<file path="src/hdl/txip_pkg.sv">
// package for the four-channel transmit input front end: register map, fields, types, constants
// assumes a single 125 MHz system clock; all pins are sampled into that domain before use
// Overview of operation
// - With parity checking on, a parity error raises the channel error flag for exactly one character period.
// - A character that fails parity is replaced by the C0.7 code, in encoded and in bypass mode alike.
// - In self-test the error flag pulses once per 511 characters, plus 16 word sync characters with common rx clocking.
// - The self-test pulse lasts one period with per-channel rx clocking and seventeen with common clocking and encoder on.
// - A phase-align buffer overflow or underflow holds the error flag until a word sync goes out or phase reset is low on two rising reference edges in a row.
// - Control and data are captured on the rising edge of the transmit clock picked by the clock select; the host sets them up.
// - With the encoder bypassed, control and data together form one raw 10-bit character.
// - With the encoder on, the control field picks data, special character, K28.5 fill or word sync start.
// - The encoder is on whenever the transmit mode is not zero, and then data names the character to send.
// - With parity control not zero, odd parity is checked over data, and control too in two settings; the host supplies it.
// - In some transmit modes the shared special-character select joins the control field to pick special or word sync.
// - The shared special-character select is sampled with channel A's transmit clock when clocks are per channel.
// - In half-rate reference mode, reference-clocked inputs and outputs use both reference clock edges.
package txip_pkg;

	localparam int TXIP_NCH = 4;

	// register byte offsets
	localparam logic [3:0] TXIP_REG_CTRL = 4'h0;
	localparam logic [3:0] TXIP_REG_STATUS = 4'h4;
	localparam logic [3:0] TXIP_REG_IRQ_STAT = 4'h8;
	localparam logic [3:0] TXIP_REG_IRQ_MASK = 4'hC;

	// control register field positions
	localparam int TXIP_F_TXMODE = 0;
	localparam int TXIP_F_PARITY_CONTROL = 2;
	localparam int TXIP_F_CKSEL = 4;
	localparam int TXIP_F_RX_OUTPUT_CLOCK_SELECT = 6;
	localparam int TXIP_F_HALF = 8;
	localparam int TXIP_F_BIST = 16;
	localparam logic [31:0] TXIP_CTRL_RESET = 32'h0000_0000;
	localparam logic [31:0] TXIP_CTRL_FIXED_MASK = 32'h0000_01FF;

	// self-test timing in character periods
	localparam logic [9:0] TXIP_BIST_LEN = 10'h1FF;
	localparam logic [9:0] TXIP_WSYNC_LEN = 10'h010;
	localparam logic [4:0] TXIP_PULSE_SHORT = 5'h01;
	localparam logic [4:0] TXIP_PULSE_LONG = 5'h11;

	// phase-align buffer occupancy
	localparam logic [1:0] TXIP_PAB_CENTRE = 2'h1;
	localparam logic [1:0] TXIP_PAB_FULL = 2'h2;

	// substitute character and mode details
	localparam logic [9:0] TXIP_C07_CODE = 10'h0E0;
	localparam int TXIP_SPECIAL_CHAR_SELECT_MODE_BIT = 1;

	// three-level clock select straps
	typedef enum logic [1:0] {
		TXIP_CK_LOW = 2'b00,
		TXIP_CK_MID = 2'b01,
		TXIP_CK_HIGH = 2'b11
	} txip_cksel_t;

	// what the shifter is told to send
	typedef enum logic [2:0] {
		TXIP_K_RAW = 3'h0,
		TXIP_K_DATA = 3'h1,
		TXIP_K_SPECIAL = 3'h2,
		TXIP_K_FILL = 3'h3,
		TXIP_K_WSYNC = 3'h4,
		TXIP_K_BAD = 3'h5
	} txip_kind_t;

	typedef struct packed {
		logic par;
		logic [1:0] ctl;
		logic [7:0] data;
	} txip_char_in_t;

	typedef struct packed {
		txip_kind_t kind;
		logic [9:0] code;
	} txip_char_out_t;

endpackage : txip_pkg

</file>
<file path="src/hdl/txip_pin_sync.sv">
// two-flop synchroniser with edge detection for a group of pins
// assumes pins are asynchronous to clk_in; edges come from the second and third stages
`timescale 1ns/1ns
`default_nettype none
module txip_pin_sync #(
	parameter int W = 1
) (
	input wire logic clk_in,
	input wire logic reset_n_in,
	input wire logic [W-1:0] pin_in,
	output logic [W-1:0] level_out,
	output logic [W-1:0] rise_out,
	output logic [W-1:0] fall_out
);
	logic [W-1:0] meta_q;
	logic [W-1:0] sync_q;
	logic [W-1:0] prev_q;

	// metastability chain plus one history stage
	always_ff @(posedge clk_in)
	begin
		if (!reset_n_in)
		begin
			meta_q <= '0;
			sync_q <= '0;
			prev_q <= '0;
		end
		else
		begin
			meta_q <= pin_in;
			sync_q <= meta_q;
			prev_q <= sync_q;
		end
	end

	// edges seen after the chain only
	assign level_out = sync_q;
	assign rise_out = sync_q & ~prev_q;
	assign fall_out = ~sync_q & prev_q;
endmodule : txip_pin_sync
`default_nettype wire

</file>
<file path="src/hdl/txip_input_front.sv">
// transmit input front end: capture, parity check, self-test progress, phase-align faults
// assumes Avalon-MM master on clk_in; link clocks are slow pins sampled and edge-detected here
`timescale 1ns/1ns
`default_nettype none
module txip_input_front
	import txip_pkg::*;
#(
	parameter int NCH = TXIP_NCH
) (
	input wire logic clk_in,
	input wire logic reset_n_in,
	input wire logic [3:0] avs_address_in,
	input wire logic avs_read_in,
	input wire logic avs_write_in,
	input wire logic [31:0] avs_writedata_in,
	input wire logic [3:0] avs_byteenable_in,
	output logic [31:0] avs_readdata_out,
	output logic avs_waitrequest_out,
	input wire logic reference_clock_in,
	input wire logic [NCH-1:0] tx_input_clock_in,
	input wire logic tx_phase_reset_n_in,
	input wire logic special_char_select_in,
	input wire txip_char_in_t tx_char_in [NCH],
	output txip_char_out_t tx_char_out [NCH],
	output logic [NCH-1:0] tx_char_valid_out,
	output logic [NCH-1:0] tx_error_flag_out,
	output logic irq_out
);
	// elaboration check: register fields hold at most eight channels
	if (NCH < 1 || NCH > 8)
	begin : g_bad_nch
		$error("txip_input_front: NCH must be 1 to 8");
	end

	// shared pins: reference clock, channel clocks, phase reset, special select
	logic [NCH+2:0] misc_lvl;
	logic [NCH+2:0] misc_rise;
	logic [NCH+2:0] misc_fall;

	txip_pin_sync #(.W(NCH + 3)) u_misc_sync (
		.clk_in(clk_in),
		.reset_n_in(reset_n_in),
		.pin_in({special_char_select_in, tx_phase_reset_n_in, tx_input_clock_in, reference_clock_in}),
		.level_out(misc_lvl),
		.rise_out(misc_rise),
		.fall_out(misc_fall)
	);

	// control register fields
	logic [31:0] ctrl_q;
	wire logic [1:0] tx_mode_select = ctrl_q[TXIP_F_TXMODE +: 2];
	wire logic [1:0] parity_control = ctrl_q[TXIP_F_PARITY_CONTROL +: 2];
	wire txip_cksel_t tx_input_clock_select = txip_cksel_t'(ctrl_q[TXIP_F_CKSEL +: 2]);
	wire txip_cksel_t rx_output_clock_select = txip_cksel_t'(ctrl_q[TXIP_F_RX_OUTPUT_CLOCK_SELECT +: 2]);
	wire logic ref_half_rate_select = ctrl_q[TXIP_F_HALF];
	wire logic [NCH-1:0] bist_en = ctrl_q[TXIP_F_BIST +: NCH];

	// decoded modes
	wire logic ref_rise = misc_rise[0];
	wire logic char_en = ref_rise | (ref_half_rate_select & misc_fall[0]);
	wire logic [NCH-1:0] clk_rise = misc_rise[NCH:1];
	wire logic prst_lvl = misc_lvl[NCH+1];
	wire logic special_char_select_lvl = misc_lvl[NCH+2];
	wire logic enc_on = tx_mode_select != 2'b00;
	wire logic par_on = parity_control != 2'b00;
	wire logic par_ctl = parity_control[1];
	wire logic sc_mode = tx_mode_select[TXIP_SPECIAL_CHAR_SELECT_MODE_BIT];
	wire logic pab_on = (tx_input_clock_select != TXIP_CK_LOW) | ref_half_rate_select;
	wire logic rx_common = rx_output_clock_select != TXIP_CK_MID;
	wire logic [9:0] bist_last = TXIP_BIST_LEN - 10'h001 + (rx_common ? TXIP_WSYNC_LEN : 10'h000);
	wire logic [4:0] bist_plen = (rx_common && enc_on) ? TXIP_PULSE_LONG : TXIP_PULSE_SHORT;

	// phase reset seen low on two consecutive rising reference edges
	logic prst_low_q;
	wire logic realign = ref_rise & ~prst_lvl & prst_low_q;

	always_ff @(posedge clk_in)
	begin
		if (!reset_n_in)
			prst_low_q <= 1'b0;
		else if (ref_rise)
			prst_low_q <= ~prst_lvl;
	end

	// per-channel capture strobes, special select follows channel A
	logic [NCH-1:0] cap_en;
	logic special_char_select_q;

	always_ff @(posedge clk_in)
	begin
		if (!reset_n_in)
			special_char_select_q <= 1'b0;
		else if (cap_en[0])
			special_char_select_q <= special_char_select_lvl;
	end

	// per-channel state
	txip_char_in_t in_q [NCH];
	txip_char_in_t cs [NCH];
	txip_char_out_t out_q [NCH];
	txip_kind_t kind_w [NCH];
	logic [1:0] occ_q [NCH];
	logic [9:0] cnt_q [NCH];
	logic [4:0] plen_q [NCH];
	logic [NCH-1:0] perr;
	logic [NCH-1:0] per_q;
	logic [NCH-1:0] fault_q;
	logic [NCH-1:0] fault_ev;
	logic [NCH-1:0] bist_wrap;
	logic [NCH-1:0] valid_q;
	logic [NCH-1:0] err_q;
	logic [NCH-1:0] wsync_sent;

	for (genvar i = 0; i < NCH; i++)
	begin : g_ch
		wire logic [10:0] raw_pins;
		wire logic ovf;
		wire logic unf;
		wire logic [9:0] code_w;

		txip_pin_sync #(.W(11)) u_char_sync (
			.clk_in(clk_in),
			.reset_n_in(reset_n_in),
			.pin_in(tx_char_in[i]),
			.level_out(raw_pins),
			.rise_out(),
			.fall_out()
		);

		// capture edge per clock select
		assign cs[i] = txip_char_in_t'(raw_pins);
		assign cap_en[i] = (tx_input_clock_select == TXIP_CK_LOW) ? char_en :
			(tx_input_clock_select == TXIP_CK_MID) ? clk_rise[i] : clk_rise[0];

		// odd parity over data, plus control when selected
		assign perr[i] = par_on & ~(^{in_q[i].data, in_q[i].par} ^ (par_ctl & ^in_q[i].ctl));

		// character decode
		assign kind_w[i] = perr[i] ? TXIP_K_BAD :
			!enc_on ? TXIP_K_RAW :
			(in_q[i].ctl == 2'b00) ? TXIP_K_DATA :
			(in_q[i].ctl == 2'b01) ? TXIP_K_SPECIAL :
			(in_q[i].ctl == 2'b10) ? TXIP_K_FILL :
			(sc_mode & special_char_select_q) ? TXIP_K_WSYNC : TXIP_K_SPECIAL;
		assign code_w = perr[i] ? TXIP_C07_CODE : {in_q[i].ctl, in_q[i].data};

		// phase-align buffer occupancy and faults
		assign ovf = pab_on & cap_en[i] & ~char_en & (occ_q[i] == TXIP_PAB_FULL);
		assign unf = pab_on & char_en & ~cap_en[i] & (occ_q[i] == 2'h0);
		assign fault_ev[i] = ovf | unf;
		assign wsync_sent[i] = char_en & (kind_w[i] == TXIP_K_WSYNC);
		assign bist_wrap[i] = bist_en[i] & char_en & (cnt_q[i] == bist_last);

		// input register on the selected edge
		always_ff @(posedge clk_in)
		begin
			if (!reset_n_in)
				in_q[i] <= '0;
			else if (cap_en[i])
				in_q[i] <= cs[i];
		end

		// buffer occupancy tracking
		always_ff @(posedge clk_in)
		begin
			if (!reset_n_in || realign || !pab_on)
				occ_q[i] <= TXIP_PAB_CENTRE;
			else if (cap_en[i] && !char_en && !ovf)
				occ_q[i] <= occ_q[i] + 2'h1;
			else if (char_en && !cap_en[i] && !unf)
				occ_q[i] <= occ_q[i] - 2'h1;
		end

		// sticky buffer fault, a new fault beats the clear
		always_ff @(posedge clk_in)
		begin
			if (!reset_n_in)
				fault_q[i] <= 1'b0;
			else if (fault_ev[i])
				fault_q[i] <= 1'b1;
			else if (realign || wsync_sent[i])
				fault_q[i] <= 1'b0;
		end

		// outgoing character and parity pulse per character period
		always_ff @(posedge clk_in)
		begin
			if (!reset_n_in)
			begin
				out_q[i] <= '0;
				per_q[i] <= 1'b0;
				valid_q[i] <= 1'b0;
			end
			else
			begin
				valid_q[i] <= char_en;
				if (char_en)
				begin
					out_q[i] <= '{kind: kind_w[i], code: code_w};
					per_q[i] <= perr[i];
				end
			end
		end

		// self-test pass counter and pulse length
		always_ff @(posedge clk_in)
		begin
			if (!reset_n_in || !bist_en[i])
			begin
				cnt_q[i] <= 10'h000;
				plen_q[i] <= 5'h00;
			end
			else if (char_en)
			begin
				cnt_q[i] <= bist_wrap[i] ? 10'h000 : cnt_q[i] + 10'h001;
				plen_q[i] <= bist_wrap[i] ? bist_plen : (plen_q[i] != 5'h00 ? plen_q[i] - 5'h01 : 5'h00);
			end
		end

		// error flag from the three sources only
		always_ff @(posedge clk_in)
		begin
			if (!reset_n_in)
				err_q[i] <= 1'b0;
			else
				err_q[i] <= per_q[i] | (plen_q[i] != 5'h00) | fault_q[i];
		end

		assign tx_char_out[i] = out_q[i];

	end

	assign tx_error_flag_out = err_q;
	assign tx_char_valid_out = valid_q;

	// Avalon slave: one wait state, then answer
	logic ack_q;
	logic [31:0] rdata_q;
	logic [31:0] irq_stat_q;
	logic [31:0] irq_mask_q;
	logic irq_q;
	wire logic req = avs_read_in | avs_write_in;
	wire logic wr_go = avs_write_in & ack_q;
	wire logic [31:0] wmask = {{8{avs_byteenable_in[3]}}, {8{avs_byteenable_in[2]}},
		{8{avs_byteenable_in[1]}}, {8{avs_byteenable_in[0]}}};
	wire logic [31:0] ctrl_wmask = TXIP_CTRL_FIXED_MASK | (32'({NCH{1'b1}}) << TXIP_F_BIST);
	wire logic [31:0] status_w = 32'({fault_q, err_q});
	wire logic [31:0] irq_set = 32'({fault_ev, bist_wrap, char_en ? perr : {NCH{1'b0}}});
	wire logic [31:0] irq_clr = (wr_go && avs_address_in == TXIP_REG_IRQ_STAT) ? (avs_writedata_in & wmask) : 32'h0;
	wire logic [31:0] rd_mux = (avs_address_in == TXIP_REG_CTRL) ? ctrl_q :
		(avs_address_in == TXIP_REG_STATUS) ? status_w :
		(avs_address_in == TXIP_REG_IRQ_STAT) ? irq_stat_q :
		(avs_address_in == TXIP_REG_IRQ_MASK) ? irq_mask_q : 32'h0;

	assign avs_waitrequest_out = req & ~ack_q;
	assign avs_readdata_out = rdata_q;
	assign irq_out = irq_q;

	// bus handshake and read data
	always_ff @(posedge clk_in)
	begin
		if (!reset_n_in)
		begin
			ack_q <= 1'b0;
			rdata_q <= 32'h0;
		end
		else
		begin
			ack_q <= req & ~ack_q;
			if (avs_read_in && !ack_q)
				rdata_q <= rd_mux;
		end
	end

	// writable registers, set beats write-one-to-clear
	always_ff @(posedge clk_in)
	begin
		if (!reset_n_in)
		begin
			ctrl_q <= TXIP_CTRL_RESET;
			irq_mask_q <= 32'h0;
			irq_stat_q <= 32'h0;
			irq_q <= 1'b0;
		end
		else
		begin
			if (wr_go && avs_address_in == TXIP_REG_CTRL)
				ctrl_q <= (ctrl_q & ~(wmask & ctrl_wmask)) | (avs_writedata_in & wmask & ctrl_wmask);
			if (wr_go && avs_address_in == TXIP_REG_IRQ_MASK)
				irq_mask_q <= (irq_mask_q & ~wmask) | (avs_writedata_in & wmask);
			irq_stat_q <= (irq_stat_q & ~irq_clr) | irq_set;
			irq_q <= |(irq_stat_q & irq_mask_q);
		end
	end
endmodule : txip_input_front
`default_nettype wire

</file>
<file path="config.mk">
export PLATFORM = sky130hd
export DESIGN_NAME = txip_input_front
export DESIGN_NICKNAME = d
export VERILOG_FILES = /design/src/hdl/txip_pkg.sv /design/src/hdl/txip_pin_sync.sv /design/src/hdl/txip_input_front.sv
export SDC_FILE = /design/constraint.sdc
export NUM_CORES = 1
export LEC_CHECK = 0
export ABC_AREA = 0
export BUFFER_PORTS_ARGS = -buffer_cell sky130_fd_sc_hd__buf_2
export CORE_MARGIN = 10
export CORE_UTILIZATION = 55
export CTS_CLUSTER_DIAMETER = 200
export DETAILED_ROUTE_END_ITERATION = 8
export PLACE_DENSITY = 0.73
export SLEW_MARGIN = 5
export SYNTH_ARGS = -nofsm -noshare
export SYNTH_HDL_FRONTEND = slang
export SYNTH_HIERARCHICAL = 1
export SYNTH_SLANG_ARGS = --single-unit
</file>
<file path="constraint.sdc">
create_clock -name clk_in -period 4 [get_ports clk_in]
set_clock_uncertainty 0.1 [all_clocks]
set_input_delay 0.2 -clock clk_in [delete_from_list [all_inputs] [get_ports clk_in]]
set_output_delay 0.2 -clock clk_in [all_outputs]
set_load 0.02 [all_outputs]
</file>
Yosys cells after proc, flatten, opt, wreduce, memory -nomap -nowiden --
Memories as Yosys holds them, arrays and structs flattened. Cells that the tools add are included.
Word-level totals: bits in registers 252, memory bits (writable) 164, input bits 95, output and inout bits 94, word-level logic and storage cells 422, memories kept 5
Operators by class: add/sub/neg operators 17, eq/ne operators 25, mux-type cells 146, bitwise logic cells 116, reductions and logical operators 81
Memories:
- out_q | depth 4, width 13, read ports 4, clocked after Yosys merged registers in 0, wr ports 4, line txip_input_front.sv:100 | txip_char_out_t out_q [NCH];
- in_q | depth 4, width 11, read ports 4, clocked after Yosys merged registers in 0, wr ports 4, line txip_input_front.sv:98 | txip_char_in_t in_q [NCH];
- cnt_q | depth 4, width 10, read ports 4, clocked after Yosys merged registers in 0, wr ports 4, line txip_input_front.sv:103 | logic [9:0] cnt_q [NCH];
- plen_q | depth 4, width 5, read ports 4, clocked after Yosys merged registers in 0, wr ports 4, line txip_input_front.sv:104 | logic [4:0] plen_q [NCH];
- occ_q | depth 4, width 2, read ports 4, clocked after Yosys merged registers in 0, wr ports 4, line txip_input_front.sv:102 | logic [1:0] occ_q [NCH];
Operators by type and width (number):
- 32-bit bitwise AND | 5
- 32-bit 2-to-1 mux | 5
- 10-bit 2-to-1 mux | 12
- 1-bit 2-to-1 mux | 77
- 5-bit 2-to-1 mux | 14
- 32-bit inverter | 2
- 3-bit 2-to-1 mux | 21
- 13-bit 2-to-1 mux | 4
- 1-bit bitwise AND | 48
- 11-bit 2-to-1 mux | 4
- 10-bit by 1-bit adder with 10-bit output, second input constant | 4
- 10-bit equality test | 4
- 1-bit OR | 39
- 9-bit parity | 4
- 20-bit inverter with 32-bit output | 1
- 32-bit by 12-bit OR with 32-bit output | 1
- 32-bit by 20-bit OR with 32-bit output | 1
- 32-bit OR | 1
- 32-bit OR reduction | 1
- 1-bit logical AND | 21
- 1-bit zero test | 20
- 5-bit nonzero test | 4
- 5-bit by 1-bit subtractor with 5-bit output, second input constant | 4
- 2-bit zero test | 9
- 19 further kinds | 79

Depth between registers and ports, before layout --
depth after elaboration 15, gate-level depth with buffers 9, mapped depth without buffers 7

Cells and area by module --
Netlist, hierarchy kept.
By module, submodules not included:
- txip_input_front | times used 1, cells each 1280, area an instance 13334.0 µm², sequential area each 7447.1 µm²
- txip_pin_sync at g_ch[0].u_char_sync ... | times used 4, cells each 91, area an instance 1036.0 µm², sequential area each 660.6 µm²
- txip_pin_sync at u_misc_sync | times used 1, cells each 58, area an instance 654.4 µm², sequential area each 420.4 µm²

Worst setup path after synthesis --
OpenSTA, ideal clock, no wires.
path type in2reg, start point input port reset_n_in, end point memory out_q[0][0] (netlist bit), enable pin, library setup time 0.613 ns, arrival time 1.943 ns, data required time 3.287 ns, setup slack 1.344 ns, stages on the path 4, buffers on the path 3, path through clkbuf_1 -> buf_1 -> clkbuf_1 -> nand2_1
RTL lines:
- from (decl) | line txip_input_front.sv:11 | input wire logic reset_n_in,
- to (decl) | line txip_input_front.sv:100

==> summary.md <==
| Metric | Value |
|---|---|
| H-tree levels | `2` |
| Synth Area per Inst | `10.75 um^2` |
| Detailed Routing Iterations Pass 1 | `5` |
| Final Util | `68.27%` |
| CORE AREA | `0.02894 mm^2` |
| Vias in the first global route | `12150` |
| # IOs | `189` |
| Post-route ant nets | `0` |
| YS warnings | `6` |
| Hold crit path type | `primary input to flop` |
| Critical path arrival | `3020 ps` |
| Placed Area | `0.01743 mm^2` |
| Drt drc | `0` |
| Most frequent cells in the layout | `dfxtp_1, buf_2, edfxtp_1` |
| Detailed Route WL | `39770 um` |
| Tot Pwr | `8.854 mW` |
| Hold Path Depth | `3` |
| RePlAce Congestion | `0.8627` |
| Via count | `12110` |
| R2R cell count | `6` |
| Commonest non-fill, non-tap cell in the layout | `dfxtp_1` |
| Clock Power Share | `44.4%` |
| Least-Margin Pin Slew | `1291 ps` |
| Worst-path clk slew | `60 ps` |
| CP Max Fanout | `13` |
| Root Driver | `clkbuf_16` |
| Mean routed wirelength per cell | `18.23 um` |
| Final instance area | `0.01976 mm^2` |
| Fillers | `2145` |
| Die width | `192.0 um` |
| Int Pwr | `6.933 mW` |
| Longest Clk Path Bufs | `3` |
| Status | `finished, final reports clean` |
| MaxCap Viol Count | `0` |
| Initial Utilization | `56.22%` |
| Final Cycle Share | `69.51%` |
| Netlist Area Pre-Place | `0.01627 mm^2` |
| Final Non-Filler Cells | `2181` |
| CP Class | `flop to flop` |
| Die area | `0.03686 mm^2` |
| Post-cts resize count | `0` |
| Fraction of final layout cells sized beyond drive strength 1 | `17.37%` |
| Reg2Reg Launch Point | `u_misc_sync/level_out[0]` |
| Drt via density | `5.552` |
| Die Span Y | `192.0 um` |
| Max Transition Viols Final | `0` |
| Slew margin rel. | `13.29%` |
| PwrDens | `448.2 mW/mm^2` |
| Row count | `62` |
| First-pass GRT wire length | `63090 um` |
| CP endpoint kind | `flop` |
| Syn nets | `1641` |
| Initial antenna violation count | `1` |
| Finish-stage setup viols | `0` |
| Register area | `0.009589 mm^2` |
| Final worst slack | `1220 ps` |
| Synth Instances | `1514` |
| DP Cell Count | `2015` |
| Multi-input logic area | `0.006166 mm^2` |
| Clk Latency, worst-skew pair | `530 ps` |
| Fmax | `0.3596 GHz` |
| Crit path launch type | `flop` |
| Flop2flop setup slack | `1220 ps` |
| Final Hold Viols | `0` |
| Flop pwr share | `49.4%` |
| Switching share of power | `21.70%` |
| 1st-iter DRT viols | `1084` |
| CP Data Required Time | `4240 ps` |
| Min-delay src | `avs_byteenable_in[0]` |
| P_leak | `7.791 nW` |
| PortBufs | `188` |
| Detailed placer's ending HPWL | `26890 um` |
| RSZ-0062 raised after global routing | `no` |
| Worst hold slack | `33.72 ps` |
| Total track usage | `21.23%` |
| FF-to-FF End | `plen_q[0][2]` |
| Combinational share of power | `6.2%` |
| Setup TNS | `0 ps` |
| Nets@finish | `1891` |
| Tmin final | `2780 ps` |
| Dpl ws | `1273 ps` |
| Sw power | `1.921 mW` |
| GRT overflow | `0` |
| CTS tree | `built` |
| CTS Buf Count | `40` |
| Peak supply drop | `0.3888 mV` |
| Clock sink count | `397` |
| Largest net degree at the start of global routing | `114` |
| Area grow syn2layout | `21.44%` |
-- per-layer routing --
metal	global-route usage (%)	wire [um]	up-vias
met2	36.63	19810	472
li1	-	-	5805
met5	0	0	-
met4	7.066	1095	0
met3	4.353	3146	82
met1	26.02	15720	5749
-- power groups by stage --
stage / Sequential, mW / Combinational, mW / Clock [mW]
finish: 4.37 / 0.551 / 3.93
global route: 4.39 / 0.598 / 4.15
CTS: 4.38 / 0.550 / 3.98
detailed placement: 4.46 / 0.481 / 0
global placement: 4.46 / 0.474 / 0
floorplan: 4.50 / 0.264 / 0
-- what timing repair did --
action,4_1_cts,5_1_grt
endpoints found under the hold margin,129,0
hold buffers,91,0
setup endpoints to repair,0,0
setup buffers,0,0
-- worst max-delay path: stages (launching register included) --
cell	delay [ps]
dfxtp_1	340
nor2b_1	450
a21o_1	410
nand2_1	160
inv_1	290
nand3_1	460
nor3_1	360
-- worst max-delay path by stage --
stage                        startpoint      endpoint  slack, ps  cells after the start
3_3_place_gp   u_misc_sync/level_out[0]   occ_q[3][1]       1350                      4
4_1_cts        u_misc_sync/level_out[0]   occ_q[3][0]       1260                      4
5_1_grt        u_misc_sync/level_out[0]  plen_q[1][3]       1060                      6
2_1_floorplan                reset_n_in   out_q[0][0]       1340                      4
3_5_place_dp   u_misc_sync/level_out[0]   occ_q[3][1]       1270                      4
6_report       u_misc_sync/level_out[0]  plen_q[0][2]       1220                      6
-- layout make-up --
cell class                 instances  share of cell area [%]
tap                              384                   2.432
timing repair buffer             295                   9.994
inverter                          34                  0.6460
clock buffer                      64                   6.574
antenna                            1                 0.01267
sequential                       397                   48.54
clock inverter                    10                  0.5890
multi-input combinational        996                   31.21
Power figures use the tool's default switching activity.
